### src/tmr2_pkg.sv
package tmr2_pkg;

    // Special-function register addresses.
    localparam logic [7:0] ADDR_CONTROL = 8'hc8;
    localparam logic [7:0] ADDR_RELOAD_LOW = 8'hca;
    localparam logic [7:0] ADDR_RELOAD_HIGH = 8'hcb;
    localparam logic [7:0] ADDR_COUNT_LOW = 8'hcc;
    localparam logic [7:0] ADDR_COUNT_HIGH = 8'hcd;

    // Control register field positions.
    localparam int BIT_HIGH_FLAG = 7;
    localparam int BIT_LOW_FLAG = 6;
    localparam int BIT_LOW_IRQ_EN = 5;
    localparam int BIT_CAPTURE_EN = 4;
    localparam int BIT_SPLIT = 3;
    localparam int BIT_RUN = 2;
    localparam int BIT_UNUSED = 1;
    localparam int BIT_ALT_CLOCK = 0;

    // Reset values.
    localparam logic [7:0] CONTROL_RESET = 8'h00;
    localparam logic [7:0] BYTE_RESET = 8'h00;

    // Byte limits.
    localparam logic [7:0] BYTE_MAX = 8'hff;
    localparam logic [7:0] BYTE_ONE = 8'h01;

    // Core clock divider for the slow tick.
    localparam int CORE_DIVIDE = 12;
    localparam logic [3:0] DIV_LAST = 4'(CORE_DIVIDE - 1);
    localparam logic [3:0] DIV_ZERO = 4'h0;
    localparam logic [3:0] DIV_ONE = 4'h1;

    // Core clock rate, used to relate ticks to time.
    localparam int CORE_CLOCK_HZ = 25000000;
    localparam int CORE_PERIOD_NS = 1000000000 / CORE_CLOCK_HZ;

endpackage : tmr2_pkg

### src/tmr2_timer.sv
// Behaviour
// [RULE1] Set high flag on high byte wrap.
// [RULE2] High flag requests interrupt when enabled.
// [RULE3] Flags cleared only by software writes.
// [RULE4] Set low flag on low byte wrap.
// [RULE5] Control bit 5 enables low-byte interrupts.
// [RULE6] Control bit 4 enables capture mode.
// [RULE7] Control bit 3 selects split mode.
// [RULE8] Run bit gates counting; split gates high only.
// [RULE9] Control bit 1 reads zero, writes ignored.
// [RULE10] Bit 0: core/12 or synced external/8.
// [RULE11] Alt select shared; byte selects choose independently.
// [RULE12] Byte select 1 uses undivided core clock.
// [RULE13] 16-bit wrap loads 16-bit reload value.
// [RULE14] Split bytes reload from own reload byte.
// [RULE15] Capture copies count to reload, sets flag.
// [RULE16] Running counters increment per tick, else hold.
`timescale 1ns/1ps
`default_nettype none

module tmr2_timer (
    // Clock and reset
    input wire logic mclk,
    input wire logic rst,
    // Special-function register port
    input wire logic [7:0] sfr_addr,
    input wire logic sfr_wr,
    input wire logic sfr_rd,
    input wire logic [7:0] sfr_wdata,
    output logic [7:0] sfr_rdata,
    // Clock selects from the clock select register
    input wire logic high_byte_clock_select,
    input wire logic low_byte_clock_select,
    // External oscillator divided by 8, asynchronous
    input wire logic ext_clock_div8,
    // Interrupt enable and request
    input wire logic timer_irq_enable,
    output logic irq_request
);

    // Picks the tick for one byte counter.
    function automatic logic pick_tick(input logic byte_sel, input logic alt_sel,
                                       input logic ext_tick, input logic div_tick);
        if (byte_sel) begin
            pick_tick = 1'b1;
        end else if (alt_sel) begin
            pick_tick = ext_tick;
        end else begin
            pick_tick = div_tick;
        end
    endfunction

    // Steps one byte: reload on wrap, otherwise add one.
    function automatic logic [7:0] step_byte(input logic [7:0] value, input logic [7:0] reload);
        if (value == tmr2_pkg::BYTE_MAX) begin
            step_byte = reload;
        end else begin
            step_byte = value + tmr2_pkg::BYTE_ONE;
        end
    endfunction

    // External clock synchroniser and edge detection.
    logic sync1_reg, sync1_next;
    logic sync2_reg, sync2_next;
    logic sync3_reg, sync3_next;
    logic ext_level_reg, ext_level_next;
    logic ext_rise;
    logic ext_fall;

    always_comb begin
        sync1_next = ext_clock_div8;
        sync2_next = sync1_reg;
        sync3_next = sync2_reg;
        ext_level_next = ext_level_reg;
        ext_rise = 1'b0;
        ext_fall = 1'b0;
        // The level only moves once the last two stages agree.
        if (sync2_reg == sync3_reg && sync3_reg != ext_level_reg) begin
            ext_level_next = sync3_reg;
            ext_rise = sync3_reg;
            ext_fall = ~sync3_reg;
        end
    end

    always_ff @(posedge mclk or posedge rst) begin
        if (rst) begin
            sync1_reg <= 1'b0;
            sync2_reg <= 1'b0;
            sync3_reg <= 1'b0;
            ext_level_reg <= 1'b0;
        end else begin
            sync1_reg <= sync1_next;
            sync2_reg <= sync2_next;
            sync3_reg <= sync3_next;
            ext_level_reg <= ext_level_next;
        end
    end

    // Divide-by-12 prescaler of the core clock.
    logic [3:0] div_reg, div_next;
    logic div_tick;

    always_comb begin
        div_tick = (div_reg == tmr2_pkg::DIV_LAST);
        if (div_tick) begin
            div_next = tmr2_pkg::DIV_ZERO;
        end else begin
            div_next = div_reg + tmr2_pkg::DIV_ONE;
        end
    end

    always_ff @(posedge mclk or posedge rst) begin
        if (rst) begin
            div_reg <= tmr2_pkg::DIV_ZERO;
        end else begin
            div_reg <= div_next;
        end
    end

    // Control, count, reload and interrupt state.
    logic high_overflow_flag_reg, high_overflow_flag_next;
    logic low_overflow_flag_reg, low_overflow_flag_next;
    logic low_overflow_irq_enable_reg, low_overflow_irq_enable_next;
    logic capture_mode_enable_reg, capture_mode_enable_next;
    logic split_mode_select_reg, split_mode_select_next;
    logic run_control_reg, run_control_next;
    logic alt_clock_select_reg, alt_clock_select_next;
    logic [7:0] count_low_byte_reg, count_low_byte_next;
    logic [7:0] count_high_byte_reg, count_high_byte_next;
    logic [7:0] reload_low_byte_reg, reload_low_byte_next;
    logic [7:0] reload_high_byte_reg, reload_high_byte_next;
    logic irq_reg, irq_next;
    logic [7:0] rdata_reg, rdata_next;
    logic low_tick;
    logic high_tick;
    logic low_wrap;
    logic high_wrap;
    logic capture_event;
    logic ctl_wr;
    logic [7:0] control_value;

    always_comb begin
        low_tick = pick_tick(low_byte_clock_select, alt_clock_select_reg,
                             ext_rise, div_tick); // see [RULE10] see [RULE11] see [RULE12]
        high_tick = pick_tick(high_byte_clock_select, alt_clock_select_reg,
                              ext_rise, div_tick); // see [RULE11] see [RULE12]
        low_wrap = 1'b0;
        high_wrap = 1'b0;
        count_low_byte_next = count_low_byte_reg;
        count_high_byte_next = count_high_byte_reg;
        reload_low_byte_next = reload_low_byte_reg;
        reload_high_byte_next = reload_high_byte_reg;

        if (split_mode_select_reg) begin // see [RULE7]
            // The low byte always runs in split mode.
            if (low_tick) begin // see [RULE8] see [RULE16]
                low_wrap = (count_low_byte_reg == tmr2_pkg::BYTE_MAX);
                count_low_byte_next = step_byte(count_low_byte_reg, reload_low_byte_reg); // see [RULE14]
            end
            if (run_control_reg && high_tick) begin // see [RULE8] see [RULE16]
                high_wrap = (count_high_byte_reg == tmr2_pkg::BYTE_MAX);
                count_high_byte_next = step_byte(count_high_byte_reg, reload_high_byte_reg); // see [RULE14]
            end
        end else if (run_control_reg && low_tick) begin // see [RULE8] see [RULE16]
            low_wrap = (count_low_byte_reg == tmr2_pkg::BYTE_MAX);
            high_wrap = low_wrap && (count_high_byte_reg == tmr2_pkg::BYTE_MAX);
            if (high_wrap) begin
                count_low_byte_next = reload_low_byte_reg; // see [RULE13]
                count_high_byte_next = reload_high_byte_reg; // see [RULE13]
            end else begin
                count_low_byte_next = count_low_byte_reg + tmr2_pkg::BYTE_ONE;
                if (low_wrap) begin
                    count_high_byte_next = count_high_byte_reg + tmr2_pkg::BYTE_ONE;
                end
            end
        end

        // Capture takes the count as it stands before this edge.
        capture_event = capture_mode_enable_reg && ext_fall; // see [RULE6]
        if (capture_event) begin
            reload_low_byte_next = count_low_byte_reg; // see [RULE15]
            reload_high_byte_next = count_high_byte_reg; // see [RULE15]
        end

        // Software writes to the data bytes take priority over the hardware.
        if (sfr_wr) begin
            unique case (sfr_addr)
                tmr2_pkg::ADDR_RELOAD_LOW: reload_low_byte_next = sfr_wdata;
                tmr2_pkg::ADDR_RELOAD_HIGH: reload_high_byte_next = sfr_wdata;
                tmr2_pkg::ADDR_COUNT_LOW: count_low_byte_next = sfr_wdata;
                tmr2_pkg::ADDR_COUNT_HIGH: count_high_byte_next = sfr_wdata;
                default: begin
                end
            endcase
        end

        ctl_wr = sfr_wr && (sfr_addr == tmr2_pkg::ADDR_CONTROL);
        high_overflow_flag_next = high_overflow_flag_reg;
        low_overflow_flag_next = low_overflow_flag_reg;
        low_overflow_irq_enable_next = low_overflow_irq_enable_reg;
        capture_mode_enable_next = capture_mode_enable_reg;
        split_mode_select_next = split_mode_select_reg;
        run_control_next = run_control_reg;
        alt_clock_select_next = alt_clock_select_reg;
        if (ctl_wr) begin
            high_overflow_flag_next = sfr_wdata[tmr2_pkg::BIT_HIGH_FLAG]; // see [RULE3]
            low_overflow_flag_next = sfr_wdata[tmr2_pkg::BIT_LOW_FLAG]; // see [RULE3]
            low_overflow_irq_enable_next = sfr_wdata[tmr2_pkg::BIT_LOW_IRQ_EN];
            capture_mode_enable_next = sfr_wdata[tmr2_pkg::BIT_CAPTURE_EN]; // see [RULE6]
            split_mode_select_next = sfr_wdata[tmr2_pkg::BIT_SPLIT]; // see [RULE7]
            run_control_next = sfr_wdata[tmr2_pkg::BIT_RUN];
            alt_clock_select_next = sfr_wdata[tmr2_pkg::BIT_ALT_CLOCK]; // see [RULE10]
        end
        // A hardware set in the same cycle as a software clear wins.
        if (high_wrap || capture_event) begin
            high_overflow_flag_next = 1'b1; // see [RULE1] see [RULE15]
        end
        if (low_wrap) begin
            low_overflow_flag_next = 1'b1; // see [RULE4]
        end

        // Interrupt request follows the flags and enables.
        irq_next = timer_irq_enable && (high_overflow_flag_reg
                   || (low_overflow_irq_enable_reg && low_overflow_flag_reg)); // see [RULE2] see [RULE5]

        control_value = tmr2_pkg::CONTROL_RESET;
        control_value[tmr2_pkg::BIT_HIGH_FLAG] = high_overflow_flag_reg;
        control_value[tmr2_pkg::BIT_LOW_FLAG] = low_overflow_flag_reg;
        control_value[tmr2_pkg::BIT_LOW_IRQ_EN] = low_overflow_irq_enable_reg;
        control_value[tmr2_pkg::BIT_CAPTURE_EN] = capture_mode_enable_reg;
        control_value[tmr2_pkg::BIT_SPLIT] = split_mode_select_reg;
        control_value[tmr2_pkg::BIT_RUN] = run_control_reg;
        control_value[tmr2_pkg::BIT_UNUSED] = 1'b0; // see [RULE9]
        control_value[tmr2_pkg::BIT_ALT_CLOCK] = alt_clock_select_reg;

        // Read data is registered and holds between reads.
        rdata_next = rdata_reg;
        if (sfr_rd) begin
            unique case (sfr_addr)
                tmr2_pkg::ADDR_CONTROL: rdata_next = control_value;
                tmr2_pkg::ADDR_RELOAD_LOW: rdata_next = reload_low_byte_reg;
                tmr2_pkg::ADDR_RELOAD_HIGH: rdata_next = reload_high_byte_reg;
                tmr2_pkg::ADDR_COUNT_LOW: rdata_next = count_low_byte_reg;
                tmr2_pkg::ADDR_COUNT_HIGH: rdata_next = count_high_byte_reg;
                default: rdata_next = tmr2_pkg::BYTE_RESET;
            endcase
        end
    end

    always_ff @(posedge mclk or posedge rst) begin
        if (rst) begin
            high_overflow_flag_reg <= tmr2_pkg::CONTROL_RESET[tmr2_pkg::BIT_HIGH_FLAG];
            low_overflow_flag_reg <= tmr2_pkg::CONTROL_RESET[tmr2_pkg::BIT_LOW_FLAG];
            low_overflow_irq_enable_reg <= tmr2_pkg::CONTROL_RESET[tmr2_pkg::BIT_LOW_IRQ_EN];
            capture_mode_enable_reg <= tmr2_pkg::CONTROL_RESET[tmr2_pkg::BIT_CAPTURE_EN];
            split_mode_select_reg <= tmr2_pkg::CONTROL_RESET[tmr2_pkg::BIT_SPLIT];
            run_control_reg <= tmr2_pkg::CONTROL_RESET[tmr2_pkg::BIT_RUN];
            alt_clock_select_reg <= tmr2_pkg::CONTROL_RESET[tmr2_pkg::BIT_ALT_CLOCK];
            count_low_byte_reg <= tmr2_pkg::BYTE_RESET;
            count_high_byte_reg <= tmr2_pkg::BYTE_RESET;
            reload_low_byte_reg <= tmr2_pkg::BYTE_RESET;
            reload_high_byte_reg <= tmr2_pkg::BYTE_RESET;
            irq_reg <= 1'b0;
            rdata_reg <= tmr2_pkg::BYTE_RESET;
        end else begin
            high_overflow_flag_reg <= high_overflow_flag_next;
            low_overflow_flag_reg <= low_overflow_flag_next;
            low_overflow_irq_enable_reg <= low_overflow_irq_enable_next;
            capture_mode_enable_reg <= capture_mode_enable_next;
            split_mode_select_reg <= split_mode_select_next;
            run_control_reg <= run_control_next;
            alt_clock_select_reg <= alt_clock_select_next;
            count_low_byte_reg <= count_low_byte_next;
            count_high_byte_reg <= count_high_byte_next;
            reload_low_byte_reg <= reload_low_byte_next;
            reload_high_byte_reg <= reload_high_byte_next;
            irq_reg <= irq_next;
            rdata_reg <= rdata_next;
        end
    end

    assign sfr_rdata = rdata_reg;
    assign irq_request = irq_reg;

endmodule // tmr2_timer

`default_nettype wire

### config.mk
export PLATFORM = sky130hd
export DESIGN_NAME = tmr2_timer
export DESIGN_NICKNAME = d
export VERILOG_FILES = /design/src/tmr2_pkg.sv /design/src/tmr2_timer.sv
export SDC_FILE = /design/constraint.sdc
export NUM_CORES = 1
export LEC_CHECK = 0
export BUFFER_PORTS_ARGS = -buffer_cell sky130_fd_sc_hd__buf_4
export CAP_MARGIN = 20
export CORE_MARGIN = 2
export CORE_UTILIZATION = 58
export CTS_CLUSTER_SIZE = 10
export DETAILED_ROUTE_END_ITERATION = 8
export GPL_TIMING_DRIVEN = 0
export PLACE_DENSITY = 0.78
export SLEW_MARGIN = 5
export SYNTH_ARGS = -nofsm -noshare
export SYNTH_HDL_FRONTEND = slang
export SYNTH_SLANG_ARGS = --single-unit
export TNS_END_PERCENT = 20
### constraint.sdc
create_clock -name mclk -period 2.3 [get_ports mclk]
set_input_delay 0.23 -clock mclk [delete_from_list [all_inputs] [get_ports mclk]]
set_output_delay 0.23 -clock mclk [all_outputs]
set_load 0.03 [all_outputs]
== Yosys cells after proc, flatten, opt, wreduce, memory -nomap -nowiden ==
Index checks and enable logic that the tools add are counted.
Storage, ports and cells
  bits in registers: 56
  memory bits (read-only): 0
  memories: 0
  latch bits: 0
  memory bits (writable): 0
  input port bits: 24
Cells by class
  reduce and logical (&&, ||, !) cells: 12
  bitwise logic cells: 1
  order comparisons: 0
  shifts and indexed selects: 0
  equal/unequal tests: 10
  add/sub/neg operators: 3
  multiply operators: 0
  multiplexer cells: 38
  divide/modulo/power cells: 0
Operators with widths (number)
  $mux W8: 21
  $eq A8 B8 Y1 const B: 7
  $pmux W8 S5: 1
  $add A8 B1 Y8 const B: 2
  $mux W1: 15
  $logic_and A1 B1 Y1: 8
  $add A4 B1 Y4 const B: 1
  $eq A4 B4 Y1 const B: 1
  $mux W4: 1
  $reduce_bool A2 Y1: 2
  $logic_or A1 B1 Y1: 2
  $eq A1 B1 Y1: 1
  $ne A1 B1 Y1: 1
  $not A1 Y1: 1

== Logic depth before layout (Yosys ltp) ==
Gate-level depths: netlist of run 1.
  word-level depth: 10
  depth in mapped cells: 7
  mapped depth without buffers: 6

== Worst setup path before layout of run 1 ==
OpenSTA, ideal clock, no wires.
  kind: register -> register
  start: reg div_reg[0]
  end: reg count_high_byte_reg[3]
  required time: 2.174 ns
  path buffers: 1
  period minus slack after synthesis: 1.966 ns
  arrival: 1.840 ns
  stages on the path, launching flop included: 8
  setup slack: 0.334 ns
  library setup time: 0.126 ns
  path through: dfrtp_1 ha_1 and4bb_2 or4_4 o211a_1 buf_6 a41oi_1 o31ai_1
Between the ends
  word-level cells in the longest chain between the ends: 8
RTL lines
  from (decl): RTL line tmr2_timer.sv:100  | logic [3:0] div_reg, div_next;
  from (signal assigned): RTL line tmr2_timer.sv:114  | div_reg <= tmr2_pkg::DIV_ZERO;
  from (signal assigned): RTL line tmr2_timer.sv:116  | div_reg <= div_next;
  $eq A4 B4 Y1 (*): RTL line tmr2_timer.sv:104  | div_tick = (div_reg == tmr2_pkg::DIV_LAST);
  $mux W1 (*): RTL line tmr2_timer.sv:46  | end else if (alt_sel) begin
  $mux W1: RTL line tmr2_timer.sv:44  | if (byte_sel) begin
  $logic_and A1 B1 Y1, on equally long branches: RTL line tmr2_timer.sv:164, tmr2_timer.sv:160
  $mux W8, on equally long branches: RTL line tmr2_timer.sv:164, tmr2_timer.sv:160
  $mux W8 (*): RTL line tmr2_timer.sv:154  | if (split_mode_select_reg) begin
  $mux W8: RTL line tmr2_timer.sv:187  | unique case (sfr_addr)
  $mux W8 (*): RTL line tmr2_timer.sv:186  | if (sfr_wr) begin
  net count_high_byte_next[3]: RTL line tmr2_timer.sv:129  | logic [7:0] count_high_byte_reg, count_high_byte_next;
  to (signal assigned): RTL line tmr2_timer.sv:260  | count_high_byte_reg <= tmr2_pkg::BYTE_RESET;
  to (signal assigned): RTL line tmr2_timer.sv:274  | count_high_byte_reg <= count_high_byte_next;
  to (decl): RTL line tmr2_timer.sv:129
The timed path passes the listed nets; every way through them passes the cells marked *.
A chain may end at the register's enable or synchronous reset.

== Worst setup path after layout of run 1 ==
  start: reg count_high_byte_reg[0]
  end: reg count_low_byte_reg[3]
Between the ends
  word-level cells in the longest chain between the ends: 7
RTL lines
  $eq A8 B8 Y1 (*): RTL line tmr2_timer.sv:166  | high_wrap = low_wrap && (count_high_byte_reg == tmr2_pkg::BYTE_MAX);
  $logic_and A1 B1 Y1 (*): RTL line tmr2_timer.sv:166
  $mux W8 (*): RTL line tmr2_timer.sv:167  | if (high_wrap) begin
  $mux W8 (*): RTL line tmr2_timer.sv:164  | end else if (run_control_reg && low_tick) begin
  $mux W8 (*): RTL line tmr2_timer.sv:154
  $mux W8: RTL line tmr2_timer.sv:187
  $mux W8 (*): RTL line tmr2_timer.sv:186
  net count_low_byte_next[3]: RTL line tmr2_timer.sv:128  | logic [7:0] count_low_byte_reg, count_low_byte_next;
  to (signal assigned): RTL line tmr2_timer.sv:259  | count_low_byte_reg <= tmr2_pkg::BYTE_RESET;
  to (signal assigned): RTL line tmr2_timer.sv:273  | count_low_byte_reg <= count_low_byte_next;
  to (decl): RTL line tmr2_timer.sv:128
Marked as above.

==> results_dict.tcl, run 1 <==
set metrics [dict create \
    maximum_number_of_pins_on_one_net_before_global_route_repair 33 \
    clkLatencyLatePin_ns 0.33 \
    track_usage_pct 32.6 \
    area_delta_synth_final_pct 15.3 \
    critical_path.startpoint "count_high_byte_reg[0]$_DFF_PP0_" \
    die_h_um 80.0 \
    synth-warning-count 0 \
    outcome "completed" \
    clkSinkCount 56 \
    floorplan.initialDensity_pct 60.5 \
    cp_data_required_time_ns 2.50 \
    synth-edff-count 0 \
    post_synth_inst_count 375 \
    ys_dominant_reg_cell "dfrtp_1" \
    cp_cell_sequence "ha_1, and3_1, nand4_1, mux2_2, o221ai_1, a31oi_1" \
    postRouteWirelength_um 9860 \
    dpl_cell_area_mm2 0.00369 \
    slew_headroom_pct 59.6 \
    drt-pass1-iter-count 5 \
    number_of_antenna_violations_at_the_first_check_in_global_routing 0 \
    min_from "ext_clock_div8" \
    clk_transition_reported_paths_ns 0.10 \
    leading_cell_type_by_number_of_instances_after_synthesis "dfrtp_1" \
    wire_per_inst_um 20.2 \
    detail-route-antenna-nets 0 \
    r2r_start "count_high_byte_reg[0]$_DFF_PP0_" \
    drv_slew 0 \
    drcViolationCount 0 \
    max_fclk_ghz 0.458 \
    top_level_ports 33 \
    max-clock-path-buffers 2 \
    fin_util_pct 69.8 \
    worstSetupPathType "reg2reg" \
    worst_tran_pin_value_ns 0.603 \
    crit_path_top_delay_cell "dfrtp_1" \
    routed_via_density 6.69 \
    hold_viol 0 \
    synth_fp_nets 402 \
    cts_tree "yes" \
    layout-drive-gt1-share_pct 18.0 \
    synth_sequential_area_ratio_pct 41.8 \
    pwr_density_cell_mw_per_mm2 664 \
    worstHoldPathType "in2reg" \
    std_cell_rows 27 \
    setup.worst_path.end_class "register" \
    crit_path_start_kind "register" \
    final.setup.tns_ns 0 \
    global_route.overflow_total 0 \
    drt_first_iter_violations 354 \
    ctsHtreeMaxLevel 2 \
    chipWidth_um 80.0 \
    ys_ff_latch 56 \
    setup-violations-final 0 \
    unrepaired_setup_endpoints_after_global_routing "yes" \
    root_buffer "clkbuf_8" \
    grt_pass1_vias 3106 \
    finish.instance_area_mm2 0.00387 \
    timing.max_cap.violations 0 \
    timing.critical_path.slowest_cell_delay_ns 0.48 \
    insertedDiodeCount 0 \
    crit_arrival_ns 2.38 \
    synthTopCellsByArea "dfrtp_1 (42%), a21oi_1 (6.0%), mux2i_1 (5.4%)" \
    number_of_nets_in_the_layout 442 \
    clock_skew_ns 0.0136 \
    path_max_fanout 7 \
    total_power_w 0.00257 \
    cts_made_buffers 5 \
    synthesis.area_per_instance_um2 8.94 \
    syn_area_mm2 0.00335 \
    placeableCoreArea_mm2 0.00554 \
    detailed_place_hpwl_um 7210 \
    gp_congestion 0.961 \
    netlist_top_cells_count "dfrtp_1 (56), nor2_1 (41), a21oi_1 (40)" \
    synth_area_leader_cell "dfrtp_1" \
    num-fill-cells 434 \
    power_leakage_nw 1.58 \
    post-route-min-period_ns 2.18 \
    grt_pass1_wl_um 15900 \
    die_area_mm2 0.00641 \
    io_buffers 30 \
    post_route_clock_period_utilization_pct 94.9 \
    post-synth-top-area-fraction_pct 41.8 \
    vdd_drop_max_uv 643 \
    postSynth.asyncResetShare_pct 100 \
    vias 3266 \
    synthDistinctLibCells 60 \
]
where the power goes:
group	leakage (nW)	switching [W]	internal, W
clock network	0.0541	0.000346	0.000323
logic	0.857	0.000366	0.000258
registers	0.667	0.000147	0.00113
total	1.58	0.000858	0.00171
cell families after synthesis:
kind of cell	share of synthesized area, %
buffers and inverters	5.48
multiplexers	8.06
AO/OA/AOI/OAI	23.6
XOR/XNOR	0.261
adder cells (fa/ha/maj)	1.42
flip-flops	41.8
AND/OR/NAND/NOR	19.4
layout make-up:
class	instances	area, um2	share of cell area (%)
Sequential cell	56	1400	36.3
Clock buffer	5	68.8	1.78
Timing Repair Buffer	33	263	6.80
Multi-Input combinational cell	276	1820	47.0
Tap cell	72	90.1	2.33
Buffer	20	97.6	2.52
Clock inverter	3	42.5	1.10
Inverter	23	86.3	2.23
worst max-delay path, delay by kind of cell (launching register included):
family	cells	cell delay (ns)
compound gates	2	0.33
fa+ha+maj	1	0.27
flops	1	0.48
mux	1	0.36
simple gates	2	0.63
metrics by stage:
step | setup WS, ns | hold WS, ns | instances
floorplan | 0.334 | 0.261 | 375
global placement | -0.155 | 0.340 | 477
detailed placement | -0.145 | 0.319 | 478
CTS | 0.0172 | 0.00689 | 487
global route | -0.00868 | 0.00388 | 488
finish | 0.118 | 0.00575 | 488
metal layers:
metal  part of all wire, %  vias up  wire, um  global-route usage, %
met4                   3.3        0       330                   11.7
met2                    46      190      4560                   50.9
li1                      -     1493         -                      -
met5                     0        -         0                      0
met3                   8.9       35       877                   4.98
met1                    41     1548      4090                   45.9
cells in the final DEF (no fill, tap or decap), types with 2 or more instances in the layout:
| cell | n |
|---|---|
| o22ai_1 | 9 |
| nand4b_1 | 2 |
| dfrtp_1 | 55 |
| inv_2 | 2 |
| nand2_1 | 32 |
| mux2_2 | 8 |
| o31ai_1 | 11 |
| o211a_1 | 2 |
| a41oi_1 | 2 |
| o21ai_0 | 6 |
| o211ai_1 | 3 |
| a31oi_1 | 11 |
| clkbuf_1 | 6 |
| o221ai_1 | 2 |
| a21o_1 | 2 |
| and4b_1 | 2 |
| nor2_1 | 40 |
| clkbuf_2 | 2 |
| nor2b_1 | 2 |
| ha_1 | 3 |
| a21oi_1 | 40 |
| and3_1 | 9 |
| a221oi_1 | 4 |
| or4_1 | 2 |
| a22oi_1 | 7 |
| clkbuf_8 | 5 |
| a211oi_1 | 4 |
| mux2i_1 | 18 |
| inv_1 | 21 |
| nand3_1 | 5 |
| nand4_1 | 8 |
| buf_4 | 31 |
| nor3_1 | 7 |
| buf_2 | 10 |
| and4_1 | 5 |
worst paths after layout:
path,slack [ns],to,depth (start not counted)
max reg2reg,0.12,count_low_byte_reg[3]$_DFF_PP0_,6
max,0.12,count_low_byte_reg[3]$_DFF_PP0_,6
max in group asynchronous,1.22,reload_high_byte_reg[7]$_DFF_PP0_,4
min,0.006,sync1_reg$_DFF_PP0_,1
min reg2reg,0.36,sync2_reg$_DFF_PP0_,0
min in group asynchronous,0.50,sfr_rdata[0]$_DFFE_PP0P_,3
timing repair:
| item | CTS | global route |
|---|---|---|
| endpoints found under the setup margin | 4 | 10 |
| gates resized for setup | 2 | 7 |
| hold endpoints to repair | 24 | 0 |
| hold buffers | 1 | 0 |
| cloned | 0 | 0 |
| buffers inserted | 0 | 1 |
| pin swaps | 0 | 1 |
(Power assumes the default switching activity.)
==> inputs of run 2 (changes only) <==
GPL_TIMING_DRIVEN = 1   (was 0)
==> results_dict.tcl, run 2 (synthesis results as in run 1) <==
set metrics [dict create \
    maximum_number_of_pins_on_one_net_before_global_route_repair 31 \
    worst_tran_pin_value_ns 0.655 \
    io_buffers 32 \
    grt_use_met2_pct 50.3 \
    num-fill-cells 472 \
    clkSinkCount 56 \
    grt_pass1_vias 3100 \
    fin_util_pct 69.8 \
    timing.max_cap.violations 0 \
    groute.layer.met3.usage_pct 6.11 \
    grt_pass1_wl_um 15500 \
    worstHoldPathType "in2async" \
    footprint_of_the_flip_flops_and_latches_mm2 0.00140 \
    gr-usage-met1_pct 42.9 \
    slew_headroom_pct 56.3 \
    cts_tree "yes" \
    global_route.overflow_total 0 \
    final_common_cell "dfrtp_1" \
    clk_transition_reported_paths_ns 0.10 \
    pwr_density_cell_mw_per_mm2 664 \
    power_leakage_nw 1.56 \
    multi_input_comb_area_mm2 0.00181 \
    ctsHtreeMaxLevel 2 \
    vdd_drop_max_uv 423 \
    final.setup.tns_ns 0 \
    max_fclk_ghz 0.457 \
    drt_first_iter_violations 547 \
    chipWidth_um 80.0 \
    worstSetupPathType "reg2reg" \
    worst_path_setup_slack_after_routing_ns 0.110 \
    floorplan.initialDensity_pct 60.5 \
    routed_via_density 6.77 \
    die_h_um 80.0 \
    dp_cells 475 \
    number_of_nets_in_the_layout 438 \
    dp_slack_ns 0.0808 \
    detail-route-antenna-nets 0 \
    track_usage_pct 32.0 \
    outcome "completed" \
    setup-violations-final 0 \
    drv_slew 0 \
    max-clock-path-buffers 2 \
    vias 3275 \
    gp_congestion 0.982 \
    cp_data_required_time_ns 2.48 \
    post-route-min-period_ns 2.19 \
    drcViolationCount 0 \
    root_buffer "clkbuf_8" \
    crit_arrival_ns 2.38 \
    layout-drive-gt1-share_pct 18.7 \
    detailed_place_hpwl_um 7140 \
    cts_made_buffers 5 \
    setup.worst_path.end_class "register" \
    clock_skew_ns 0.00632 \
    number_of_antenna_violations_at_the_first_check_in_global_routing 0 \
    insertedDiodeCount 0 \
    path_max_fanout 8 \
    postRouteWirelength_um 9680 \
    area_delta_synth_final_pct 15.3 \
    drt-pass1-iter-count 6 \
    placeableCoreArea_mm2 0.00554 \
    die_area_mm2 0.00641 \
    wire_per_inst_um 20.0 \
    r2r_setup_slack_ns 0.11 \
    crit_path_start_kind "register" \
    globalRoute.busiestLayer "met2" \
    top_level_ports 33 \
    highest_count_cells_in_the_layout_ignoring_fill_and_taps "dfrtp_1 (56), buf_4 (49), nor2_1 (41)" \
    final-instance-count-excl-fill 484 \
    hold_viol 0 \
    std_cell_rows 27 \
    ctsHoldBuffers 0 \
    total_power_w 0.00257 \
    post_route_clock_period_utilization_pct 95.2 \
    clkLatencyLatePin_ns 0.31 \
]
-- run 2: cell types whose count changed in the layout (fill, tap and decap cells not counted), moves of 2 or more --
cell | previous run | this run
clkbuf_1 | 6 | 0
buf_2 | 10 | 0
buf_4 | 31 | 49
clkbuf_2 | 2 | 0
-- run 2: worst paths after layout --
| path | start | to | cells past startpoint |
|---|---|---|---|
| setup / recovery | count_low_byte_reg[0]$_DFF_PP0_ | count_high_byte_reg[4]$_DFF_PP0_ | 7 |
| hold / removal | rst | sync3_reg$_DFF_PP0_ | 2 |
| setup reg to reg | count_low_byte_reg[0]$_DFF_PP0_ | count_high_byte_reg[4]$_DFF_PP0_ | 7 |
| hold reg to reg | sync1_reg$_DFF_PP0_ | sync2_reg$_DFF_PP0_ | 0 |
| max in group asynchronous | rst | sfr_rdata[5]$_DFFE_PP0P_ | 3 |
| min in group mclk | ext_clock_div8 | sync1_reg$_DFF_PP0_ | 1 |
-- run 2: report_power, final --
group          internal (W)  switching [W]
Clock              0.000323       0.000335
Combinational      0.000263       0.000317
Sequential          0.00113       0.000201
-- run 2: per-layer routing --
metal / part of all wire [%] / up-vias
met5: 0 / -
met4: 4.3 / 0
met1: 40 / 1539
met3: 9.9 / 47
li1: - / 1483
met2: 46 / 206
-- run 2: stage by stage --
stage | hold slack [ns] | instance area [um2]
floorplan | 0.261 | 3350
global placement | 0.333 | 3710
detailed placement | 0.339 | 3710
CTS | 0.0220 | 3820
global route | 0.00785 | 3870
finish | 0.000756 | 3870
-- run 2: critical path: stages (launching register included) --
cell and delay [ns]:
dfrtp_1 0.47, ha_2 0.26, nand4_1 0.09, buf_4 0.18
a311oi_4 0.35, o211ai_4 0.18, a2111oi_2 0.40, o31ai_1 0.11
-- run 2: final cells by class --
| cell class | count | area share, % |
|---|---|---|
| Multi-Input combinational cell | 276 | 46.8 |
| Sequential cell | 56 | 36.2 |
| Timing Repair Buffer | 49 | 9.51 |
| Tap cell | 72 | 2.33 |
| Inverter | 23 | 2.23 |
| Clock buffer | 5 | 1.78 |
| Clock inverter | 3 | 1.10 |
-- run 2: what timing repair did --
item / 4_1_cts / 5_1_grt
gates resized for setup: 0 / 6
buffers inserted: 0 / 1
setup endpoints to repair: 0 / 9
hold endpoints to repair: 0 / 0
==> inputs of run 3 (changes only) <==
REMOVE_ABC_BUFFERS = 1   (was default)
==> results_dict.tcl, run 3 (synthesis results as in run 1) <==
set metrics [dict create \
    wl_met1_um 4090 \
    vias 3250 \
    final_common_cell "dfrtp_1" \
    grt_pass1_vias 3049 \
    slew_headroom_pct 63.2 \
    post_route_clock_period_utilization_pct 96.7 \
    dr.max_layer_used "met4" \
    worstHoldPathCells 1 \
    timing.max_cap.violations 0 \
    p_int_w 0.00165 \
    grt_pass1_wl_um 15600 \
    die_area_mm2 0.00641 \
    root_buffer "clkbuf_8" \
    io_buffers 32 \
    routed_via_density 6.70 \
    worstHoldPathType "in2reg" \
    postRouteWirelength_um 9620 \
    cts_made_buffers 5 \
    cp_data_required_time_ns 2.51 \
    gp_congestion 0.950 \
    outcome "completed" \
    highest_count_cells_in_the_layout_ignoring_fill_and_taps "dfrtp_1 (56), buf_4 (48), nor2_1 (40), a21oi_1 (40), nand2_1 (32)" \
    worstSetupPathType "reg2reg" \
    drt_first_iter_violations 277 \
    placeableCoreArea_mm2 0.00554 \
    unrepaired_setup_endpoints_after_global_routing "yes" \
    detailed_place_hpwl_um 7000 \
    pwr_density_cell_mw_per_mm2 642 \
    r2r_start "div_reg[0]$_DFF_PP0_" \
    timing.critical_path.slowest_cell_delay_ns 0.48 \
    final-instance-count-excl-fill 485 \
    met2_wirelength_um 4540 \
    r2r_setup_slack_ns 0.08 \
    cts_tree "yes" \
    maximum_number_of_pins_on_one_net_before_global_route_repair 40 \
    die_h_um 80.0 \
    drt-pass1-iter-count 5 \
    std_cell_rows 27 \
    dp_slack_ns 0.128 \
    wire_per_inst_um 19.8 \
    power_leakage_nw 1.56 \
    number_of_antenna_violations_at_the_first_check_in_global_routing 0 \
    drv_slew 0 \
    drcViolationCount 0 \
    pwr-share-seq_pct 53.0 \
    setup.worst_path.end_class "register" \
    clkSinkCount 56 \
    timing.hold.worst_endpoint "sync1_reg$_DFF_PP0_" \
    layout-drive-gt1-share_pct 17.7 \
    setup-violations-final 0 \
    clk_transition_reported_paths_ns 0.10 \
    crit_path_start_kind "register" \
    min_from "ext_clock_div8" \
    power.switching_fraction_pct 33.1 \
    floorplan.initialDensity_pct 60.5 \
    max_fclk_ghz 0.450 \
    post-route-min-period_ns 2.22 \
    number_of_nets_in_the_layout 439 \
    clkPwrFrac_pct 22.7 \
    clock_skew_ns 0.00593 \
    crit_path_top_delay_cell "a311oi_1" \
    sw_pwr_w 0.000814 \
    detail-route-antenna-nets 0 \
    hold_viol 0 \
    max-clock-path-buffers 2 \
    worst_path_setup_slack_after_routing_ns 0.0767 \
    track_usage_pct 32.0 \
    worst_tran_pin_value_ns 0.553 \
    insertedDiodeCount 0 \
    ctsHtreeMaxLevel 2 \
    dp_cells 476 \
    power_frac_comb_pct 24.3 \
    chipWidth_um 80.0 \
    cp_cell_sequence "ha_1, nand4bb_1, a311oi_1, o211a_1, a31oi_1, o31ai_1" \
    path_max_fanout 9 \
    top_level_ports 33 \
    area_delta_synth_final_pct 14.3 \
    worst_reg2reg_path_depth 6 \
    global_route.overflow_total 0 \
    crit_arrival_ns 2.43 \
    worstReg2RegEnd "count_high_byte_reg[7]$_DFF_PP0_" \
    clkLatencyLatePin_ns 0.31 \
    vdd_drop_max_uv 439 \
    route.met3.wl_um 732 \
]
[run 3: per-stage QoR]
| stage | area [um2] | setup TNS, ns | hold slack [ns] | total power, W | util, % |
|---|---|---|---|---|---|
| 3_5_place_dp | 3730 | 0 | 0.246 | 0.00190 | 67.3 |
| 2_1_floorplan | 3260 | -4.63 | 0.261 | 0.00163 | - |
| 5_1_grt | 3830 | -0.0319 | 0.00695 | 0.00258 | 69.2 |
| 4_1_cts | 3830 | 0 | 0.0157 | 0.00245 | 69.2 |
| 6_report | 3830 | 0 | 0.0217 | 0.00246 | 69.2 |
| 3_3_place_gp | 3730 | 0 | 0.242 | 0.00188 | 67.3 |
[run 3: cell type report]
cell class | count | area [um2]
clock buffers | 8 | 90.1
fillers | 473 | 1710
inverters | 23 | 86.3
multi-input cells | 276 | 1780
flip-flops and latches | 56 | 1400
well taps | 72 | 90.1
repair buffers | 50 | 390
[run 3: repair_timing]
item,in CTS,in global routing
hold endpoints to repair,17,0
setup endpoints to repair,0,2
hold buffers,1,0
setup buffers,0,0
gates resized for setup,0,1
[run 3: worst max-delay path by stage]
stage / startpoint / endpoint
after detailed placement: div_reg[0]$_DFF_PP0_ / count_high_byte_reg[4]$_DFF_PP0_
after global routing: div_reg[0]$_DFF_PP0_ / count_high_byte_reg[4]$_DFF_PP0_
final: div_reg[0]$_DFF_PP0_ / count_high_byte_reg[7]$_DFF_PP0_
after floorplan: sync2_reg$_DFF_PP0_ / reload_high_byte_reg[0]$_DFF_PP0_
after global placement: div_reg[0]$_DFF_PP0_ / count_high_byte_reg[4]$_DFF_PP0_
after CTS: div_reg[0]$_DFF_PP0_ / count_high_byte_reg[7]$_DFF_PP0_
[run 3: layer usage]
metal / vias up / global-route usage (%)
li1: 1484 / -
met1: 1578 / 44.4
met2: 164 / 50.8
met3: 24 / 5.20
met4: 0 / 10.8
met5: - / 0
[run 3: power by group through the flow]
stage | logic (W) | registers (W) | clock network (W)
global placement | 0.000571 | 0.00131 | 0
CTS | 0.000591 | 0.00130 | 0.000565
global route | 0.000660 | 0.00132 | 0.000604
finish | 0.000598 | 0.00130 | 0.000558
floorplan | 0.000316 | 0.00132 | 0
detailed placement | 0.000589 | 0.00132 | 0
[run 3: worst max-delay path: cells and delay by family, from the launching register on]
kind,cells,cell delay (ns)
adders and majority gates,1,0.27
and+or+nand+nor,1,0.20
AOI/OAI and AO/OA,4,1.27
DFF,1,0.38
